===== src/logic/sciomd_pkg.sv =====
package sciomd_pkg;

   // ---------------------------------------------------------------
   // Register map (word index = byte address / 4)
   // ---------------------------------------------------------------
   localparam logic [3:0] ADDR_CTRL    = 4'h0;
   localparam logic [3:0] ADDR_STAT    = 4'h1;
   localparam logic [3:0] ADDR_IRQ_ST  = 4'h2;
   localparam logic [3:0] ADDR_IRQ_EN  = 4'h3;
   localparam logic [3:0] ADDR_IRQ_CLR = 4'h4;
   localparam logic [3:0] ADDR_VECTOR  = 4'h5;
   localparam logic [3:0] ADDR_PEND    = 4'h6;

   // ---------------------------------------------------------------
   // Control register fields, per channel c: bit base 4*c
   // ---------------------------------------------------------------
   localparam int CTL_AUTO  = 0;
   localparam int CTL_TR    = 1;
   localparam int CTL_REQS  = 2;
   localparam int CTL_TXEN  = 3;
   localparam int CTL_CH_W  = 4;

   // Event bits per channel c: base 2*c (cts change, dcd change)
   localparam int EV_CTS    = 0;
   localparam int EV_DCD    = 1;

   localparam logic [7:0] CTRL_RST   = 8'h22;
   localparam logic [7:0] VECTOR_RST = 8'h00;
   localparam logic [3:0] IRQ_EN_RST = 4'h0;

   // Bit rate ceiling: one bit per this many clocks at least
   localparam int TX_DIV_MIN = 4;

   // Modem pins of one channel
   typedef struct packed {
      logic cts_n;
      logic dcd_n;
   } sciomd_modem_s;

endpackage


===== src/logic/sciomd_top.sv =====
// The implementer's own choices: the register offsets and strobed register access.
`timescale 1ns/1ps

// Notes on behaviour
// - Auto-enable set: low clear-to-send enables that channel's transmitter; here only with its transmit-enable bit also set.
// - Auto-enable clear: clear-to-send is only a readable input.
// - Clear-to-send edges, both directions, can raise an interrupt.
// - Auto-enable set: low carrier-detect enables that channel's receiver.
// - Auto-enable clear: carrier-detect is only a readable input.
// - Carrier-detect edges, both directions, can raise an interrupt.
// - Terminal-ready output, active low, follows its control bit.
// - Terminal-ready output may instead carry a DMA request.
// - Chain output high only with chain input high, not serviced, not requesting in acknowledge.
// - Low chain output blocks all downstream interrupts.
// - Open-drain interrupt request pulled low while an interrupt is pending and not yet in service.
// - Acknowledge low marks acknowledge cycle; chain priority settles then.
// - In acknowledge, read strobe with chain input high and an interrupt pending drives the vector.
// - Acknowledge input sampled on the rising clock edge.
// - Inputs synchronised to the single master clock.
// - Transmit bit rate never exceeds a quarter of the clock.
module sciomd_top
   import sciomd_pkg::*;
(
   // Clock and reset
   input  wire logic          sys_clk,
   input  wire logic          sys_rst,
   input  wire logic          clk_en,
   // Register port
   input  wire logic [3:0]    reg_addr,
   input  wire logic [7:0]    reg_wdata,
   input  wire logic          reg_wr,
   input  wire logic          reg_rd,
   output logic      [7:0]    reg_rdata,
   // Modem lines, two channels
   input  sciomd_modem_s [1:0] modem_in,
   output logic      [1:0]    term_ready_n,
   output logic      [1:0]    tx_enable,
   output logic      [1:0]    rx_enable,
   output logic      [1:0]    tx_bit_tick,
   // DMA request sources from the data path
   input  wire logic [1:0]    dma_req,
   // Daisy chain
   input  wire logic          chain_enable_in,
   output logic               chain_enable_out,
   input  wire logic          irq_acknowledge_n,
   input  wire logic          bus_rd_n,
   output logic      [7:0]    vec_out,
   output logic               vec_oe_n,
   output logic               irq_req_out,
   output logic               irq_req_oe_n,
   // Local level interrupt
   output logic               irq
);

   // ---------------------------------------------------------------
   // Synchronisers
   // ---------------------------------------------------------------
   logic [3:0] pin_s1_reg;
   logic [3:0] pin_s2_reg;
   logic [3:0] pin_d_reg;
   logic [2:0] ack_s1_reg;
   logic [2:0] ack_s2_reg;
   logic [3:0] pin_raw;

   assign pin_raw = {modem_in[1].dcd_n, modem_in[1].cts_n, modem_in[0].dcd_n, modem_in[0].cts_n};

   // Two stages for every pin; first stage feeds only the second
   always_ff @(posedge sys_clk or posedge sys_rst) begin
      if (sys_rst) begin
         pin_s1_reg <= 4'hF;
         pin_s2_reg <= 4'hF;
         pin_d_reg  <= 4'hF;
      end else if (clk_en) begin
         pin_s1_reg <= pin_raw;
         pin_s2_reg <= pin_s1_reg;
         pin_d_reg  <= pin_s2_reg;
      end
   end

   // Chain, acknowledge and read strobe sampled on the rising edge
   always_ff @(posedge sys_clk or posedge sys_rst) begin
      if (sys_rst) begin
         ack_s1_reg <= 3'h3;
         ack_s2_reg <= 3'h3;
      end else if (clk_en) begin
         ack_s1_reg <= {chain_enable_in, bus_rd_n, irq_acknowledge_n};
         ack_s2_reg <= ack_s1_reg;
      end
   end

   logic ack_act;
   logic rd_act;
   logic cei;
   assign ack_act = ~ack_s2_reg[0];
   assign rd_act  = ~ack_s2_reg[1];
   assign cei     = ack_s2_reg[2];

   // ---------------------------------------------------------------
   // Registers
   // ---------------------------------------------------------------
   logic [7:0] ctrl_reg;
   logic [7:0] vector_reg;
   logic [3:0] irq_st_reg;
   logic [3:0] irq_en_reg;
   logic       in_service_reg;
   logic       wr_ctrl;
   logic       wr_clr;

   assign wr_ctrl = reg_wr && reg_addr == ADDR_CTRL;
   assign wr_clr  = reg_wr && reg_addr == ADDR_IRQ_CLR;

   // Software-written configuration
   always_ff @(posedge sys_clk or posedge sys_rst) begin
      if (sys_rst) begin
         ctrl_reg   <= CTRL_RST;
         vector_reg <= VECTOR_RST;
         irq_en_reg <= IRQ_EN_RST;
      end else if (clk_en && reg_wr) begin
         if (wr_ctrl)                 ctrl_reg   <= reg_wdata;
         if (reg_addr == ADDR_VECTOR) vector_reg <= reg_wdata;
         if (reg_addr == ADDR_IRQ_EN) irq_en_reg <= reg_wdata[3:0];
      end
   end

   function automatic logic ctl_bit(input logic [7:0] c, input int ch, input int f);
      ctl_bit = c[ch * CTL_CH_W + f];
   endfunction

   // ---------------------------------------------------------------
   // Edge events, sticky; a set in the clear cycle survives
   // ---------------------------------------------------------------
   logic [3:0] edge_ev;
   assign edge_ev = pin_s2_reg ^ pin_d_reg;

   always_ff @(posedge sys_clk or posedge sys_rst) begin
      if (sys_rst) begin
         irq_st_reg <= 4'h0;
      end else if (clk_en) begin
         irq_st_reg <= (irq_st_reg & ~(wr_clr ? reg_wdata[3:0] : 4'h0)) | edge_ev;
      end
   end

   logic pending;
   assign pending = |(irq_st_reg & irq_en_reg);
   assign irq     = pending;

   // ---------------------------------------------------------------
   // Daisy chain: service begins on vector read, ends on pending clear
   // ---------------------------------------------------------------
   logic ack_rd_d_reg;
   logic vec_take;
   always_ff @(posedge sys_clk or posedge sys_rst) begin
      if (sys_rst) begin
         ack_rd_d_reg <= 1'b0;
      end else if (clk_en) begin
         ack_rd_d_reg <= ack_act && rd_act;
      end
   end
   assign vec_take = ack_act && rd_act && !ack_rd_d_reg && cei && pending;

   // Service held until software clears all enabled status
   always_ff @(posedge sys_clk or posedge sys_rst) begin
      if (sys_rst) begin
         in_service_reg <= 1'b0;
      end else if (clk_en) begin
         if (vec_take)
            in_service_reg <= 1'b1;
         else if (!pending)
            in_service_reg <= 1'b0;
      end
   end

   // Chain output and request pin, registered for clean pins
   always_ff @(posedge sys_clk or posedge sys_rst) begin
      if (sys_rst) begin
         chain_enable_out <= 1'b0;
         irq_req_oe_n     <= 1'b1;
         vec_out          <= 8'h00;
         vec_oe_n         <= 1'b1;
      end else if (clk_en) begin
         chain_enable_out <= cei && !in_service_reg && !(ack_act && pending);
         irq_req_oe_n     <= !(pending && !in_service_reg);
         vec_out          <= vector_reg;
         vec_oe_n         <= !(ack_act && rd_act && cei && pending);
      end
   end
   assign irq_req_out = 1'b0;

   // ---------------------------------------------------------------
   // Modem control per channel
   // ---------------------------------------------------------------
   logic [2:0] tick_cnt_reg [2];

   // Auto-enable gates tx/rx; one process owns both channels' bits
   always_ff @(posedge sys_clk or posedge sys_rst) begin
      if (sys_rst) begin
         tx_enable    <= 2'h0;
         rx_enable    <= 2'h0;
         term_ready_n <= 2'h3;
      end else if (clk_en) begin
         for (int c = 0; c < 2; c++) begin
            if (ctl_bit(ctrl_reg, c, CTL_AUTO)) begin
               tx_enable[c] <= ctl_bit(ctrl_reg, c, CTL_TXEN) && !pin_s2_reg[2*c + EV_CTS];
               rx_enable[c] <= !pin_s2_reg[2*c + EV_DCD];
            end else begin
               tx_enable[c] <= ctl_bit(ctrl_reg, c, CTL_TXEN);
               rx_enable[c] <= 1'b1;
            end
            if (ctl_bit(ctrl_reg, c, CTL_REQS))
               term_ready_n[c] <= !dma_req[c];
            else
               term_ready_n[c] <= !ctl_bit(ctrl_reg, c, CTL_TR);
         end
      end
   end

   // Bit tick at most every fourth clock; restarts whenever tx drops
   always_ff @(posedge sys_clk or posedge sys_rst) begin
      if (sys_rst) begin
         tick_cnt_reg[0] <= 3'h0;
         tick_cnt_reg[1] <= 3'h0;
         tx_bit_tick     <= 2'h0;
      end else if (clk_en) begin
         for (int c = 0; c < 2; c++) begin
            tx_bit_tick[c] <= 1'b0;
            if (!tx_enable[c])
               tick_cnt_reg[c] <= 3'h0;
            else if (tick_cnt_reg[c] == 3'(TX_DIV_MIN - 1)) begin
               tick_cnt_reg[c] <= 3'h0;
               tx_bit_tick[c]  <= 1'b1;
            end else
               tick_cnt_reg[c] <= tick_cnt_reg[c] + 3'h1;
         end
      end
   end

   // ---------------------------------------------------------------
   // Read port
   // ---------------------------------------------------------------
   always_ff @(posedge sys_clk or posedge sys_rst) begin
      if (sys_rst) begin
         reg_rdata <= 8'h00;
      end else if (clk_en) begin
         reg_rdata <= 8'h00;
         if (reg_rd) begin
            unique case (reg_addr)
               ADDR_CTRL:   reg_rdata <= ctrl_reg;
               ADDR_STAT:   reg_rdata <= {2'h0, tx_enable, pin_s2_reg};
               ADDR_IRQ_ST: reg_rdata <= {4'h0, irq_st_reg};
               ADDR_IRQ_EN: reg_rdata <= {4'h0, irq_en_reg};
               ADDR_VECTOR: reg_rdata <= vector_reg;
               ADDR_PEND:   reg_rdata <= {6'h00, in_service_reg, pending};
               default:     reg_rdata <= 8'h00;
            endcase
         end
      end
   end

   // ---------------------------------------------------------------
   // Checks
   // ---------------------------------------------------------------
   property p_chain_block;
      @(posedge sys_clk) disable iff (sys_rst)
      clk_en && in_service_reg |=> !chain_enable_out;
   endproperty
   a_chain_block: assert property (p_chain_block) else $error("chain out high while serviced");

   property p_chain_need_in;
      @(posedge sys_clk) disable iff (sys_rst)
      clk_en && !cei |=> !chain_enable_out;
   endproperty
   a_chain_need_in: assert property (p_chain_need_in) else $error("chain out high with chain in low");

   property p_irq_pin;
      @(posedge sys_clk) disable iff (sys_rst)
      clk_en && pending && !in_service_reg |=> !irq_req_oe_n;
   endproperty
   a_irq_pin: assert property (p_irq_pin) else $error("request pin not pulled");

   property p_vec_drive;
      @(posedge sys_clk) disable iff (sys_rst)
      !vec_oe_n |-> $past(ack_act) && $past(cei) && $past(rd_act);
   endproperty
   a_vec_drive: assert property (p_vec_drive) else $error("vector driven outside acknowledge");

   property p_edge_sets;
      @(posedge sys_clk) disable iff (sys_rst)
      clk_en && edge_ev[0] |=> irq_st_reg[0];
   endproperty
   a_edge_sets: assert property (p_edge_sets) else $error("cts edge lost");

   property p_dcd_sets;
      @(posedge sys_clk) disable iff (sys_rst)
      clk_en && edge_ev[1] |=> irq_st_reg[1];
   endproperty
   a_dcd_sets: assert property (p_dcd_sets) else $error("dcd edge lost");

   property p_tick_gap;
      @(posedge sys_clk) disable iff (sys_rst)
      tx_bit_tick[0] |=> !tx_bit_tick[0] [*3];
   endproperty
   a_tick_gap: assert property (p_tick_gap) else $error("bit tick faster than quarter clock");

   property p_auto_tx;
      @(posedge sys_clk) disable iff (sys_rst)
      clk_en && ctrl_reg[CTL_AUTO] && pin_s2_reg[0] |=> !tx_enable[0];
   endproperty
   a_auto_tx: assert property (p_auto_tx) else $error("tx enabled with cts high");

   property p_dtr;
      @(posedge sys_clk) disable iff (sys_rst)
      clk_en && !ctrl_reg[CTL_REQS] |=> term_ready_n[0] == !$past(ctrl_reg[CTL_TR]);
   endproperty
   a_dtr: assert property (p_dtr) else $error("terminal ready mismatch");

   property p_auto_rx;
      @(posedge sys_clk) disable iff (sys_rst)
      clk_en && ctrl_reg[CTL_AUTO] |=> rx_enable[0] == !$past(pin_s2_reg[EV_DCD]);
   endproperty
   a_auto_rx: assert property (p_auto_rx) else $error("rx enable does not follow carrier detect");

   property p_manual_rx;
      @(posedge sys_clk) disable iff (sys_rst)
      clk_en && !ctrl_reg[CTL_AUTO] |=> rx_enable[0];
   endproperty
   a_manual_rx: assert property (p_manual_rx) else $error("rx gated without auto-enable");

   property p_manual_tx;
      @(posedge sys_clk) disable iff (sys_rst)
      clk_en && !ctrl_reg[CTL_AUTO] |=> tx_enable[0] == $past(ctrl_reg[CTL_TXEN]);
   endproperty
   a_manual_tx: assert property (p_manual_tx) else $error("tx enable ignores its control bit");

   property p_dma_req;
      @(posedge sys_clk) disable iff (sys_rst)
      clk_en && ctrl_reg[CTL_REQS] |=> term_ready_n[0] == !$past(dma_req[0]);
   endproperty
   a_dma_req: assert property (p_dma_req) else $error("request line does not follow dma request");

   property p_chain_ack;
      @(posedge sys_clk) disable iff (sys_rst)
      clk_en && ack_act && pending |=> !chain_enable_out;
   endproperty
   a_chain_ack: assert property (p_chain_ack) else $error("chain out high while requesting in acknowledge");

   property p_chain_open;
      @(posedge sys_clk) disable iff (sys_rst)
      clk_en && cei && !in_service_reg && !ack_act |=> chain_enable_out;
   endproperty
   a_chain_open: assert property (p_chain_open) else $error("chain out held low with nothing to block");

   property p_vec_take;
      @(posedge sys_clk) disable iff (sys_rst)
      clk_en && vec_take |=> in_service_reg && !vec_oe_n;
   endproperty
   a_vec_take: assert property (p_vec_take) else $error("acknowledge did not start service");

   property p_req_release;
      @(posedge sys_clk) disable iff (sys_rst)
      clk_en && !pending |=> irq_req_oe_n;
   endproperty
   a_req_release: assert property (p_req_release) else $error("request pin pulled with nothing pending");

   property p_tick_off;
      @(posedge sys_clk) disable iff (sys_rst)
      clk_en && !tx_enable[0] |=> !tx_bit_tick[0];
   endproperty
   a_tick_off: assert property (p_tick_off) else $error("bit tick with transmitter off");

   property p_clear_works;
      @(posedge sys_clk) disable iff (sys_rst)
      clk_en && wr_clr && reg_wdata[EV_CTS] && !edge_ev[EV_CTS] |=> !irq_st_reg[EV_CTS];
   endproperty
   a_clear_works: assert property (p_clear_works) else $error("status clear had no effect");

endmodule


===== config.mk =====
export PLATFORM = sky130hd
export DESIGN_NAME = sciomd_top
export DESIGN_NICKNAME = d
export VERILOG_FILES = /design/src/logic/sciomd_pkg.sv /design/src/logic/sciomd_top.sv
export SDC_FILE = /design/constraint.sdc
export NUM_CORES = 1
export LEC_CHECK = 0
export ABC_AREA = 1
export BUFFER_PORTS_ARGS = -buffer_cell sky130_fd_sc_hd__clkbuf_2
export CAP_MARGIN = 20
export CORE_ASPECT_RATIO = 0.7
export CORE_UTILIZATION = 43
export DETAILED_ROUTE_END_ITERATION = 10
export HOLD_SLACK_MARGIN = 0.15
export PLACE_DENSITY_LB_ADDON = 0.25
export SYNTH_ARGS = -nofsm -noshare
export SYNTH_HDL_FRONTEND = slang
export SYNTH_SLANG_ARGS = --single-unit

===== constraint.sdc =====
create_clock -name sys_clk -period 7 [get_ports sys_clk]
set_input_delay 1.4 -clock sys_clk [delete_from_list [all_inputs] [get_ports sys_clk]]
set_output_delay 1.4 -clock sys_clk [all_outputs]
set_load 0.03 [all_outputs]

==> metrics.csv, run 1 <==
metric,value,unit
CP bufs+invs,2,
Top Usage Layer GRT,met1,
# nets final,487,
Clock Latency Late Sink,0.34,ns
Fillers,765,
leakage power,2.15,nW
TNS Setup,0,ns
Iteration-0 DRC Markers,288,
Max Slew Vio Count,0,
First-pass DRT Iterations,4,
critical path data arrival time,1.43,ns
Setup CP Type,flip-flop to output port,
min Tclk post-route,2.83,ns
top cell type's share of synthesized area,39.0,%
CP max-delay cell,dfrtp_1,
most area-consuming cells after synthesis,"dfrtp_1 (39%), dfstp_2 (16%), nand2_1 (15%)",
Crit. End Element,output port,
Crit Path Max Fanout,4,
Multi-input gate area,1330,um^2
Crit path required time,5.60,ns
Cell variety after synth,31,
min-delay worst type,flip-flop to flip-flop,
post-synth net total,434,
final hold violation count,0,
cts hold-fix bufs,0,
post-DP HPWL,5450,um
drt total wl,7760,um
Die Y,77.8,um
status,"complete, no violations",
vias in the first global route,2582,
unrepaired setup endpoints after global routing,false,
Clock transition at path regs,0.06,ns
reg2reg setup slack,5.76,ns
final cycle utilization of the critical path,40.4,%
global-route usage over all layers,20.3,%
first-pass GRT wire length,12900,um
synthesized flop and latch total,77,
Register Area,1950,um^2
DRC viols,0,
routability cong.,0.874,
number of synthesized flops with an enable pin,0,
die width,110,um
post-CTS sizing,0,
Worst Max-Slew Pin Slew,0.938,ns
initial antenna violation count,0,
via count,2766,
Final Skew,0.00815,ns
Layout area overhead,19.6,%
Crit path max-delay family,flip-flops,
Post-Syn Instances,406,
Peak VDD IR,0.149,mV
Highest Clock Rate,0.353,GHz
met3 Use GR,5.80,%
Antenna Cells,0,
Ports,55,
met1 usage in global routing,30.7,%
core region area,7910,um^2
total grt overflow,0,
die area,8580,um^2
PortBufs,53,
largest net degree at the start of global routing,78,
Post-CTS Setup Inserts,0,
dominant synthesized flop cell,dfrtp_1,
clk sinks,77,
met2 Use GR,26.6,%
Max Cap Viol,0,
Slew headroom,37.5,%
Mapped Area,3530,um^2
Pwr Total,1.31,mW
Core Rows,27,
Final Setup Violations,0,
clk root buf,clkbuf_16,
YS warnings,0,
register area share after synthesis,55.4,%
CTS tree,yes,
CP max stage delay,0.40,ns
most common library cells after synthesis,"nand2_1 (138), dfrtp_1 (55), inv_1 (40)",
synthesized area per cell,8.69,um^2
starting density of the core,44.7,%
CTS max path bufs,2,
vias per inst,4.90,
wire per inst,13.7,um
Pwr Density,311,nW/um^2
Crit path top cell by count,nand2_1,
largest area contributor in the netlist,dfrtp_1,
CP cell instances,nand2_1 -> nand2_1 -> nor2_1 -> inv_1 -> clkbuf_2,
H-tree Lvls,3,
Critical Path Start Type,flip-flop,
layout cells sized above 1,26.9,%
DRT antenna net count,0,
cell with the most instances after synthesis,nand2_1,
CTS Buf Count,9,
asr flop ratio synth,100,%
[path summary, 6_finish.rpt]
path                                           startpoint  depth (start not counted)                   endpoint
worst min-delay path            pin_s1_reg[0]$_DFFE_PP1P_                          2  pin_s1_reg[0]$_DFFE_PP1P_
min in group asynchronous                         sys_rst                          3  irq_st_reg[0]$_DFFE_PP0P_
worst max register to register  irq_en_reg[3]$_DFFE_PP0P_                          8   reg_rdata[0]$_DFFE_PP0P_
worst max-delay path            irq_en_reg[3]$_DFFE_PP0P_                          5                        irq
worst min register to register  pin_s1_reg[0]$_DFFE_PP1P_                          2  pin_s1_reg[0]$_DFFE_PP1P_
max in group asynchronous                         sys_rst                          3   rx_enable[1]$_DFFE_PP0P_
[where the power goes]
| part | leakage, nW | switching (mW) | total [mW] | internal, mW |
|---|---|---|---|---|
| clock network | 0.171 | 0.172 | 0.557 | 0.385 |
| logic | 1.05 | 0.135 | 0.198 | 0.0626 |
| registers | 0.934 | 0.0451 | 0.560 | 0.514 |
| total | 2.15 | 0.353 | 1.31 | 0.962 |
[logic make-up after synthesis]
logic type | synth area share (%)
adders and majority gates | 0.709
AOI/OAI and AO/OA | 12.7
and+or+nand+nor | 24.1
DFF | 55.4
other | 0.106
buffers and inverters | 6.95
[cell usage in the layout (no fill, tap or decap), drive strengths merged]
| master | netlist | routed |
|---|---|---|
| nand3 | 28 | 28 |
| nor2 | 25 | 25 |
| a31oi | 2 | 2 |
| dfstp | 22 | 22 |
| o22ai | 3 | 3 |
| o22a | 1 | 1 |
| o211ai | 2 | 2 |
| o21ai | 54 | 54 |
| o21bai | 1 | 1 |
| a21oi | 7 | 7 |
| a22o | 2 | 2 |
| inv | 44 | 44 |
| buf | 9 | 3 |
| clkbuf | 5 | 65 |
| ha | 2 | 2 |
| nand2 | 143 | 143 |
| dfrtp | 55 | 55 |
| conb | 1 | 1 |
| bufinv | 0 | 4 |
[worst reg2reg max path, stage by stage (launching register included)]
cell     delay, ns
dfrtp_1       0.40
nand2_1       0.08
nand2_1       0.05
nor2_1        0.24
nor2_1        0.07
nor2_1        0.09
nand2_1       0.08
nand2_1       0.08
nand2_1       0.05
[layer usage]
metal  wire length, um  vias to the layer above
met4               143                        0
met2              3220                       79
met3               618                       12
met1              3790                     1276
met5                 0                        -
li1                  -                     1399
[area by class of cell]
class                      count  area share, %
clock inverter                 4           2.85
multi-input combinational    271           31.5
sequential                    77           46.3
inverter                      44           3.91
timing repair buffer          56           6.82
clock buffer                  12           5.60
tap                          101           2.99
[metrics by stage]
stage | cell area, um^2 | hold slack (ns) | setup WS (ns) | instances | util (%)
6_report | 4220 | 0.463 | 4.17 | 565 | 53.4
5_1_grt | 4220 | 0.481 | 4.10 | 565 | 53.4
4_1_cts | 4220 | 0.468 | 4.15 | 565 | 53.4
3_5_place_dp | 3860 | 0.461 | 4.02 | 549 | 48.9
3_3_place_gp | 3860 | 0.458 | 4.12 | 549 | 48.9
2_1_floorplan | 3530 | 0.443 | 3.67 | 406 | -
(Power assumes the default switching activity.)
==> inputs of run 2 (changes only) <==
==> constraint.sdc (replaced) <==
create_clock -name sys_clk -period 2.6 [get_ports sys_clk]
set_input_delay 0.52 -clock sys_clk [delete_from_list [all_inputs] [get_ports sys_clk]]
set_output_delay 0.52 -clock sys_clk [all_outputs]
set_load 0.03 [all_outputs]
==> run 2 against run 1 <==
  * Cell area shrank 1.5%
  * Global-route usage rose by 0.48 points
  * Combinational power grew to 2.7 times the previous value
  * Final cell count is 0.35% higher
  * Critical path type unchanged
  * Setup slack worse by 3.6 ns
  * Critical path depth unchanged
  * Sequential share of layout area rose by 0.70 points
  * Die area unchanged
  * Critical endpoint unchanged
  * Largest power group unchanged
  * Register-to-register slack lost 4.5 ns
  * Clock skew shrank 0.0037 ns
  * First-iteration DRC count decreased by 49%
==> metrics.csv, run 2 (same netlist as run 1, synthesis figures left out) <==
metric,value,unit,change
Clock Latency Late Sink,0.33,ns,was 0.34 ns
clk sinks,77,,unchanged
TNS Setup,0,ns,unchanged
Max Cap Viol,0,,unchanged
routability cong.,0.826,,was 0.874
PortBufs,53,,unchanged
Antenna Cells,0,,unchanged
final cycle utilization of the critical path,78.4,%,
Fillers,765,,unchanged
Core Rows,27,,unchanged
Critical Path Start Type,flip-flop,,unchanged
leakage power,2.13,nW,was 2.15 nW
Final Skew,0.00447,ns,was 0.00815 ns
total grt overflow,0,,unchanged
initial antenna violation count,0,,unchanged
Pwr Density,762,nW/um^2,was 311 nW/um^2
starting density of the core,44.7,%,unchanged
unrepaired setup endpoints after global routing,false,,unchanged
min-delay worst type,primary input to flip-flop,,was flip-flop to flip-flop
H-tree Lvls,3,,unchanged
Sw Share,29.7,%,was 26.8%
vias in the first global route,2573,,"was 2,582"
core region area,7910,um^2,unchanged
CTS max path bufs,2,,unchanged
vias per inst,4.84,,was 4.90
final core utilization,52.6,%,was 53.4%
global-route usage over all layers,20.8,%,was 20.3%
largest net degree at the start of global routing,66,,was 78
status,"complete, no violations",,unchanged
Ports,55,,unchanged
clk root buf,clkbuf_16,,unchanged
final hold violation count,0,,unchanged
CTS Buf Count,9,,unchanged
Highest Clock Rate,0.491,GHz,
DRC viols,0,,unchanged
Layout area overhead,17.8,%,was 19.6%
Peak VDD IR,0.463,mV,was 0.149 mV
First-pass DRT Iterations,4,,unchanged
most frequent cells in the layout,"nand2_1 (138), dfrtp_1 (55), clkbuf_2 (53)",,unchanged
drt total wl,8060,um,was 7760 um
die width,110,um,unchanged
CTS tree,yes,,unchanged
# nets final,489,,was 487
power share of the combinational group,17.0,%,was 15.1%
min Tclk post-route,2.04,ns,
Reg power frac,47.5,%,was 42.6%
Crit path required time,2.08,ns,was 5.60 ns
Iteration-0 DRC Markers,148,,was 288
Setup CP Type,flip-flop to output port,,unchanged
post-CTS sizing,0,,unchanged
clock share of power,35.5,%,was 42.4%
Max Slew Vio Count,0,,unchanged
first-pass GRT wire length,13200,um,"was 12,900 um"
Crit Path Max Fanout,4,,unchanged
via count,2747,,"was 2,766"
Die Y,77.8,um,unchanged
layout cells sized above 1,26.8,%,was 26.9%
Psw,941,uW,was 353 uW
critical path data arrival time,1.52,ns,was 1.43 ns
die area,8580,um^2,unchanged
post-DP HPWL,5730,um,was 5450 um
Final Setup Violations,0,,unchanged
Reg2Reg Depth,8,,unchanged
internal power,2.23,mW,was 962 uW
Clock transition at path regs,0.05,ns,was 0.06 ns
Hold Crit Depth,3,,was 2
DRT antenna net count,0,,unchanged
Crit. End Element,output port,,unchanged
wire per inst,14.2,um,was 13.7 um
"most common cell after layout, fill and taps aside",nand2_1,,unchanged
## run 2: per-layer routing
metal	vias up	global-route usage, %	share of wire (%)
met2	61	28.3	42
met4	0	8.29	1.1
met1	1276	31.0	52
met5	-	0	0
met3	7	5.55	4.7
li1	1403	-	-
## run 2: path summary, 6_finish.rpt
check / startpoint / endpoint / slack, ns
setup / recovery: irq_st_reg[1]$_DFFE_PP0P_ / irq / 0.56
hold / removal: modem_in[0] / pin_s1_reg[1]$_DFFE_PP1P_ / 0.37
setup reg to reg: irq_st_reg[1]$_DFFE_PP0P_ / reg_rdata[0]$_DFFE_PP0P_ / 1.29
hold reg to reg: pin_s1_reg[1]$_DFFE_PP1P_ / pin_s1_reg[1]$_DFFE_PP1P_ / 0.46
max in group asynchronous: sys_rst / term_ready_n[0]$_DFFE_PP1P_ / 1.25
min in group asynchronous: sys_rst / vec_out[0]$_DFFE_PP0P_ / 0.66
## run 2: what timing repair did
| item | CTS | global route |
|---|---|---|
| endpoints found under the hold margin | 9 | 0 |
| setup buffers | 0 | 0 |
| hold buffers | 1 | 0 |
## run 2: cell type report
type	count	area, um^2	share of cell area [%]
Multi-Input combinational cell	271	1330	32.0
Sequential cell	77	1950	47.0
Tap cell	101	126	3.04
Clock buffer	14	254	6.11
Clock inverter	2	10.0	0.241
Timing Repair Buffer	58	318	7.64
Inverter	44	165	3.97
## run 2: worst max-delay path, stage by stage (launching register included)
cell,delay (ns)
dfrtp_1,0.40
nand2_1,0.07
nand2_1,0.06
nor2_1,0.32
inv_1,0.14
clkbuf_2,0.21
## run 2: metrics by stage
stage | area, um^2 | hold slack (ns) | cells | power [mW] | setup slack [ns]
4_1_cts | 4160 | 0.355 | 567 | 3.22 | 0.562
3_3_place_gp | 3880 | 0.453 | 550 | 2.05 | 0.836
3_5_place_dp | 3880 | 0.456 | 550 | 2.07 | 0.845
5_1_grt | 4160 | 0.389 | 567 | 3.34 | 0.492
2_1_floorplan | 3530 | 0.443 | 406 | 1.88 | 0.150
6_report | 4160 | 0.366 | 567 | 3.17 | 0.562
## run 2: power groups by stage
stage | Clock [mW] | Sequential (mW) | Combinational, mW
3_5_place_dp | 0 | 1.52 | 0.544
2_1_floorplan | 0 | 1.58 | 0.298
3_3_place_gp | 0 | 1.52 | 0.533
4_1_cts | 1.16 | 1.51 | 0.548
5_1_grt | 1.20 | 1.52 | 0.610
6_report | 1.12 | 1.51 | 0.540
